[config.mk]
export PLATFORM = sky130hd
export DESIGN_NAME = rtc_status_irq
export DESIGN_NICKNAME = d
export VERILOG_FILES = /design/src/hw/rtc_status_pkg.sv /design/src/hw/rtc_status_irq.sv /design/src/hw/rtc_sync2.sv
export SDC_FILE = /design/constraint.sdc
export NUM_CORES = 1
export LEC_CHECK = 0
export BUFFER_PORTS_ARGS = -buffer_cell sky130_fd_sc_hd__buf_2
export CORE_MARGIN = 4
export CORE_UTILIZATION = 40
export DETAILED_ROUTE_END_ITERATION = 16
export PLACE_DENSITY = 0.68
export RECOVER_POWER = 50
export SYNTH_ARGS = -nofsm -noshare
export SYNTH_HDL_FRONTEND = slang
export SYNTH_SLANG_ARGS = --single-unit
[constraint.sdc]
create_clock -name core_clk_i -period 4.34 [get_ports core_clk_i]
set_clock_uncertainty 0.2 [all_clocks]
set_input_delay 0.868 -clock core_clk_i [delete_from_list [all_inputs] [get_ports core_clk_i]]
set_output_delay 0.868 -clock core_clk_i [all_outputs]
set_load 0.02 [all_outputs]
[src/hw/rtc_status_pkg.sv]
// constants for the rtc status and interrupt-control block
package rtc_status_pkg;
   localparam logic [7:0] STATUS_OFFSET      = 8'h11;
   localparam logic [7:0] IRQ_CTRL_OFFSET    = 8'h12;
   localparam int         POWER_UP_BIT       = 7;
   localparam int         ALARM_FLAG_BIT     = 6;
   localparam int         DAY_BIT            = 5;
   localparam int         HOUR_BIT           = 4;
   localparam int         MINUTE_BIT         = 3;
   localparam int         SECOND_BIT         = 2;
   localparam int         RUN_BIT            = 1;
   localparam int         SLEEP_HOLD_BIT     = 4;
   localparam int         ALARM_EN_BIT       = 3;
   localparam int         PERIODIC_EN_BIT    = 2;
   localparam int         PERIOD_LSB         = 0;
   localparam logic [7:0] IRQ_CTRL_WMASK     = 8'h1F;
   localparam logic       POWER_UP_RESET     = 1'b1;
   localparam logic [7:0] IRQ_CTRL_RESET     = 8'h00;
   localparam logic [1:0] PERIOD_SECOND      = 2'h0;
   localparam logic [1:0] PERIOD_MINUTE      = 2'h1;
   localparam logic [1:0] PERIOD_HOUR        = 2'h2;
   localparam logic [1:0] PERIOD_DAY         = 2'h3;
   localparam int         CLK_PERIOD_PS      = 25000;
   localparam int         PULSE_US           = 15;
   localparam int         PULSE_CYCLES       =
      (PULSE_US * 1000000 + CLK_PERIOD_PS - 1) / CLK_PERIOD_PS;
   localparam int         PULSE_CNT_W        = 10;
endpackage : rtc_status_pkg

[src/hw/rtc_status_irq.sv]
// rtc status flags, interrupt control and interrupt outputs
`timescale 1ns/1ps
// Summary of operation
// - the reset flag in bit 7 is 1 after reset and clears on a write of one.
// - the alarm flag in bit 6 sets on each alarm while alarm enable is set; writing one clears it.
// - the alarm interrupt output holds low until the alarm flag is cleared.
// - each periodic interrupt is one 15 us low pulse, needing no acknowledge.
// - bits 5..2 are read-only day/hour/minute/second flags, reset 0.
// - bit 1 shows the true run state: 0 frozen, 1 running.
// - the run control is resynchronised to the 32 kHz clock before it shows.
// - with the sleep hold bit set, periodic interrupts in sleep wait for wake.
// - with alarm enable set, an alarm match raises one alarm interrupt.
// - periodic enable bit 2 gates the periodic interrupt.
// - period bits 1:0 pick second, minute, hour or day; reset 00.
// - the run control freezes the clock at 0 and runs it at 1.
module rtc_status_irq
#(
   parameter int PULSE_LEN = rtc_status_pkg::PULSE_CYCLES
)
(
   // clock and reset
   input  wire logic       core_clk_i,
   input  wire logic       rst_n_i,
   // register access port from the control-bus transport
   input  wire logic [7:0] reg_addr_i,
   input  wire logic       reg_wr_i,
   input  wire logic       reg_rd_i,
   input  wire logic [7:0] reg_wdata_i,
   output logic      [7:0] reg_rdata_o,
   // counter core
   input  wire logic       tick_32k_i,
   input  wire logic       run_ctrl_i,
   input  wire logic       second_evt_i,
   input  wire logic       minute_evt_i,
   input  wire logic       hour_evt_i,
   input  wire logic       day_evt_i,
   input  wire logic       alarm_match_i,
   input  wire logic       sleep_i,
   // interrupt lines, active low, and the run state, active high
   output logic            alarm_irq_n_o,
   output logic            periodic_irq_n_o,
   output logic            run_state_o
);
   typedef enum logic [1:0]
   {
      PULSE_IDLE = 2'b01,
      PULSE_LOW  = 2'b10
   } pulse_state_t;

   logic             run_sync;
   logic             run_r;
   logic             run_nxt;
   logic             power_up_r;
   logic             power_up_nxt;
   logic             alarm_flag_r;
   logic             alarm_flag_nxt;
   logic [3:0]       evt_r;
   logic [3:0]       evt_nxt;
   logic [7:0]       ctrl_r;
   logic [7:0]       ctrl_nxt;
   logic [7:0]       status_snap_r;
   logic [7:0]       status_snap_nxt;
   logic [7:0]       rdata_nxt;
   logic             held_r;
   logic             held_nxt;
   pulse_state_t     pst_r;
   pulse_state_t     pst_nxt;
   logic [rtc_status_pkg::PULSE_CNT_W-1:0] cnt_r;
   logic [rtc_status_pkg::PULSE_CNT_W-1:0] cnt_nxt;
   logic             periodic_n_nxt;
   logic             alarm_n_nxt;
   logic             wr_status;
   logic             wr_ctrl;
   logic             sel_evt;
   logic             fire;
   logic [7:0]       status_live;

   // run control crosses into the 32 kHz timing before it shows
   rtc_sync2 u_run_sync
   (
      .core_clk_i (core_clk_i),
      .rst_n_i    (rst_n_i),
      .d_i        (run_ctrl_i),
      .q_o        (run_sync)
   );

   always_comb
   begin
      wr_status = reg_wr_i && (reg_addr_i == rtc_status_pkg::STATUS_OFFSET);
      wr_ctrl   = reg_wr_i && (reg_addr_i == rtc_status_pkg::IRQ_CTRL_OFFSET);

      // run indicator only moves on a 32 kHz tick
      run_nxt = tick_32k_i ? run_sync : run_r;

      // set wins over a simultaneous write-one clear
      power_up_nxt = power_up_r;
      if (wr_status && reg_wdata_i[rtc_status_pkg::POWER_UP_BIT])
         power_up_nxt = 1'b0;

      alarm_flag_nxt = alarm_flag_r;
      if (wr_status && reg_wdata_i[rtc_status_pkg::ALARM_FLAG_BIT])
         alarm_flag_nxt = 1'b0;
      if (alarm_match_i && ctrl_r[rtc_status_pkg::ALARM_EN_BIT])
         alarm_flag_nxt = 1'b1;
      alarm_n_nxt = ~alarm_flag_nxt;

      // elapsed flags stay until the next status read
      evt_nxt = evt_r;
      if (reg_rd_i && (reg_addr_i == rtc_status_pkg::STATUS_OFFSET))
         evt_nxt = 4'h0;
      evt_nxt = evt_nxt
              | {day_evt_i, hour_evt_i, minute_evt_i, second_evt_i};

      ctrl_nxt = ctrl_r;
      if (wr_ctrl)
         ctrl_nxt = reg_wdata_i & rtc_status_pkg::IRQ_CTRL_WMASK;

      status_live = 8'h00;
      status_live[rtc_status_pkg::POWER_UP_BIT]   = power_up_r;
      status_live[rtc_status_pkg::ALARM_FLAG_BIT] = alarm_flag_r;
      status_live[rtc_status_pkg::DAY_BIT:rtc_status_pkg::SECOND_BIT] = evt_r;
      status_live[rtc_status_pkg::RUN_BIT] = run_r;

      // each status read refreshes the snapshot the next read returns
      status_snap_nxt = status_snap_r;
      if (reg_rd_i && (reg_addr_i == rtc_status_pkg::STATUS_OFFSET))
         status_snap_nxt = status_live;

      case (reg_addr_i)
         rtc_status_pkg::STATUS_OFFSET:   rdata_nxt = status_snap_r;
         rtc_status_pkg::IRQ_CTRL_OFFSET: rdata_nxt = ctrl_r;
         default:                         rdata_nxt = 8'h00;
      endcase
      // read data holds between reads, so the host may fetch it late
      if (!reg_rd_i)
         rdata_nxt = reg_rdata_o;

      case (ctrl_r[rtc_status_pkg::PERIOD_LSB +: 2])
         rtc_status_pkg::PERIOD_SECOND: sel_evt = second_evt_i;
         rtc_status_pkg::PERIOD_MINUTE: sel_evt = minute_evt_i;
         rtc_status_pkg::PERIOD_HOUR:   sel_evt = hour_evt_i;
         rtc_status_pkg::PERIOD_DAY:    sel_evt = day_evt_i;
         default:                       sel_evt = 1'b0;
      endcase

      // an event seen in sleep is held, then sent after wake
      held_nxt = held_r;
      fire     = 1'b0;
      if (sel_evt && ctrl_r[rtc_status_pkg::PERIODIC_EN_BIT])
      begin
         if (sleep_i && ctrl_r[rtc_status_pkg::SLEEP_HOLD_BIT])
            held_nxt = 1'b1;
         else
            fire = 1'b1;
      end
      if (held_r && !sleep_i)
      begin
         fire     = 1'b1;
         held_nxt = 1'b0;
      end
      if (!ctrl_r[rtc_status_pkg::SLEEP_HOLD_BIT] && !sleep_i)
         held_nxt = held_nxt && !fire;

      pst_nxt        = pst_r;
      cnt_nxt        = cnt_r;
      periodic_n_nxt = 1'b1;
      case (pst_r)
         PULSE_IDLE:
         begin
            if (fire)
            begin
               pst_nxt        = PULSE_LOW;
               cnt_nxt        = rtc_status_pkg::PULSE_CNT_W'(PULSE_LEN - 1);
               periodic_n_nxt = 1'b0;
            end
         end
         PULSE_LOW:
         begin
            if (cnt_r == '0)
               pst_nxt = PULSE_IDLE;
            else
            begin
               cnt_nxt        = cnt_r - 1'b1;
               periodic_n_nxt = 1'b0;
            end
         end
         default:
            pst_nxt = PULSE_IDLE;
      endcase
   end

   always_ff @(posedge core_clk_i or negedge rst_n_i)
   begin
      if (!rst_n_i)
      begin
         run_r            <= 1'b0;
         power_up_r       <= rtc_status_pkg::POWER_UP_RESET;
         alarm_flag_r     <= 1'b0;
         evt_r            <= 4'h0;
         ctrl_r           <= rtc_status_pkg::IRQ_CTRL_RESET;
         status_snap_r    <= 8'h00;
         reg_rdata_o      <= 8'h00;
         held_r           <= 1'b0;
         pst_r            <= PULSE_IDLE;
         cnt_r            <= '0;
         periodic_irq_n_o <= 1'b1;
         alarm_irq_n_o    <= 1'b1;
         run_state_o      <= 1'b0;
      end
      else
      begin
         run_r            <= run_nxt;
         power_up_r       <= power_up_nxt;
         alarm_flag_r     <= alarm_flag_nxt;
         evt_r            <= evt_nxt;
         ctrl_r           <= ctrl_nxt;
         status_snap_r    <= status_snap_nxt;
         reg_rdata_o      <= rdata_nxt;
         held_r           <= held_nxt;
         pst_r            <= pst_nxt;
         cnt_r            <= cnt_nxt;
         periodic_irq_n_o <= periodic_n_nxt;
         alarm_irq_n_o    <= alarm_n_nxt;
         run_state_o      <= run_nxt;
      end
   end
endmodule : rtc_status_irq

[src/hw/rtc_sync2.sv]
// two-flop level synchroniser
`timescale 1ns/1ps
module rtc_sync2
(
   // clock and reset
   input  wire logic core_clk_i,
   input  wire logic rst_n_i,
   // level
   input  wire logic d_i,
   output logic      q_o
);
   logic meta_r;
   logic meta_nxt;
   logic q_nxt;

   always_comb
   begin
      meta_nxt = d_i;
      q_nxt    = meta_r;
   end

   always_ff @(posedge core_clk_i or negedge rst_n_i)
   begin
      if (!rst_n_i)
      begin
         meta_r <= 1'b0;
         q_o    <= 1'b0;
      end
      else
      begin
         meta_r <= meta_nxt;
         q_o    <= q_nxt;
      end
   end
endmodule : rtc_sync2

==> results.toml <==
[status]
status = "finished with violations"
violations = "capacitance limit, slew limit"

[timing]
timing.final.crit_period_ps = 2791
clock.fmax_mhz = 358.3
drv_slew = 45
worstMarginPinSlew_ps = 2332
fin_setup_tns_ps = 0
max_slew_margin = -0.5544
rsz0062_at_grt = "false"
holdWs_ps = 157.1
period_share = 0.6431
hold_violations = 0
setup_viol = 0

[critical_path]
critPathRequiredTime_ps = 4060
cp-startpoint = "rst_n_i"
reg2reg_to = "cnt_r[7]$_DFFE_PN0P_"
rrSetupSlack_ps = 2060
setup.worst_path.end_class = "async pin"
crit_chain = "clkbuf_1"
path_buf_inv = 1
worstSetupPathType = "in2async"
slowest_stage = "clkbuf_1"
cpPeakStageDelay_ps = 1630
worstPathArrival_ps = 2520
r2r_cells = 5
crit_family = "buffers and inverters"
start_kind = "primary input"
path_max_fanout = 44
reg2reg_from = "ctrl_r[0]$_DFFE_PN0P_"

[detailed_routing]
vias = 1633
wl_um = 4230
drc = 0
first_pass_iters = 4
postRouteAntennaNets = 0
via_per_inst = 5.087
drt_iter0_drc = 106
wire_per_inst_um = 13.18

[place]
port_buffers = 37
place_inst = 313
gp_congestion = 0.8292
dp_hpwl_um = 2941

[synth]
synth_edf_count = 0
synth_area_sq_mm = 0.002113
synth_top_cell_area_share = 0.4737
yosysWarnings = 0
ys_seq_area_frac = 0.5234
synth_nets = 243
async_reset_ff_frac = 1.000
synth-seq-cells = 44
synth_top_cell_by_area = "dfrtp_1"
syn_inst = 211
synth_flop_cell = "dfrtp_1"
yosys-top-cells-area = "dfrtp_1 (47%), nand2_1 (6.9%), dfstp_2 (5.0%), o21ai_0 (4.0%), mux2_4 (3.6%)"
yosys.cell_types.count = 44
avgSynthCellArea_sq_um = 10.02

[worst_hold_path]
holdPathEnd = "u_run_sync.q_o$_DFF_PN0_"
min_from = "u_run_sync.meta_r$_DFF_PN0_"
hold_path.class = "reg2reg"
holdPathStages = 0

[clocking]
postCtsSetupBuffers = 0
clk_latency_ps = 290
clk_pin_slew_ps = 80
numCtsBuffers = 5
cts_buffer_depth = 2
ctsHoldBuffers = 0
cts_sinks = 44
root_buffer = "clkbuf_8"
post_cts_resized = 0
cts_tree = "built"
htreeDepth = 2

[floorplanning]
fp-row-count = 26
die_y_um = 80.69
coreArea_sq_mm = 0.005107
fp.dieArea_sq_mm = 0.006510
design.portCount = 39
die_x_um = 80.69
initial_utilization = 0.4138

[cells_and_area]
diodes = 0
area_growth_pct = 16.22
mostFrequentLayoutCells = "dfrtp_1 (40), nand2_1 (39), buf_2 (36), o21ai_0 (17), inv_1 (15)"
layout.cells.non_filler = 321
post_route_cells_drive_above_1_share = 0.2351
final_common_cell = "dfrtp_1"
final_nets = 282
postLayoutCoreUtil = 0.4809

[job]
drv_cap = 1

[grt]
antenna_found_initial = 0
gr-usage-all-layers = 0.1458
grt_max_degree = 45
grt_pass1_vias = 1621
overflow = 0
grt_pass1_wl_um = 7389

[power]
p_total_mw = 0.8134
powerDensity_mw_per_mm2 = 331.2
power.leakage_nw = 1.166
ir_worst_vdd_v = 0.0003009
cell families after synthesis:
kind of cell | count (synthesis) | synth area share
buffers and inverters | 20 | 0.04026
AND/OR/NAND/NOR | 80 | 0.1906
adder cells (fa/ha/maj) | 4 | 0.02368
multiplexers | 8 | 0.05032
AO/OA/AOI/OAI | 55 | 0.1717
flip-flops | 44 | 0.5234
Yosys cell counts, types with 2 or more instances:
library cell  instances
dfrtp_1              40
inv_1                15
nand2b_1              4
nor3_1                4
nor2_1                8
o22ai_1               3
a21o_1                6
nand3_1               5
a22o_1                2
and3_1                2
clkbuf_1              2
nor2b_1               4
dfstp_2               4
nand2_1              39
nor4_1                2
nor3b_1               3
or2_2                 2
a22oi_1               7
mux2_4                5
ha_1                  4
buf_2                 2
a21oi_1               8
o21a_1                2
mux2i_1               2
o21ai_0              17
layout make-up:
class / instances / area (sq um)
Tap cell: 70 / 87.58
Fill cell: 491 / 2651
Timing Repair Buffer: 37 / 183.9
Clock buffer: 6 / 82.58
Sequential cell: 44 / 1106
Multi-Input combinational cell: 147 / 900.9
Clock inverter: 2 / 38.79
Inverter: 15 / 56.30
worst max path at each step:
stage	endpoint	slack [ps]	cells past startpoint
finish	held_r$_DFF_PN0_	1550	1
global route	cnt_r[5]$_DFFE_PN0P_	1080	1
CTS	reg_rdata_o[3]$_DFFE_PN0P_	1870	6
detailed placement	reg_rdata_o[3]$_DFFE_PN0P_	1560	6
global placement	reg_rdata_o[1]$_DFFE_PN0P_	1560	6
floorplan	ctrl_r[0]$_DFFE_PN0P_	1990	5
routing by layer:
layer / vias up / wire [um] / GRT usage
met5: - / 0 / 0
met4: 0 / 55 / 0.04561
met3: 4 / 127 / 0.03251
met2: 24 / 2013 / 0.2334
met1: 787 / 2033 / 0.1960
li1: 818 / - / -
metrics by stage:
| step | setup slack (ps) | instance area, sq um |
|---|---|---|
| global route | 1078 | 2456 |
| floorplan | 1992 | 2113 |
| finish | 1549 | 2456 |
| global placement | 1560 | 2357 |
| CTS | 1865 | 2479 |
| detailed placement | 1564 | 2357 |
registers in the layout, indices dropped and copies added (netlist names):
name,cells
alarm_flag_r,1
alarm_irq_n_o,1
cnt_r,10
ctrl_r,5
evt_r,4
held_r,1
periodic_irq_n_o,1
power_up_r,1
pst_r,2
reg_rdata_o,8
run_r,1
status_snap_r,7
u_run_sync.meta_r,1
u_run_sync.q_o,1
report_power, final:
group          switching (mW)  total, mW  leakage (nW)  internal (mW)
registers             0.00951      0.436         0.543          0.427
logic                  0.0271     0.0498         0.562         0.0228
clock network           0.139      0.327        0.0614          0.188
total                   0.176      0.813          1.17          0.638
Note: power is estimated with default switching activity, not from simulation.
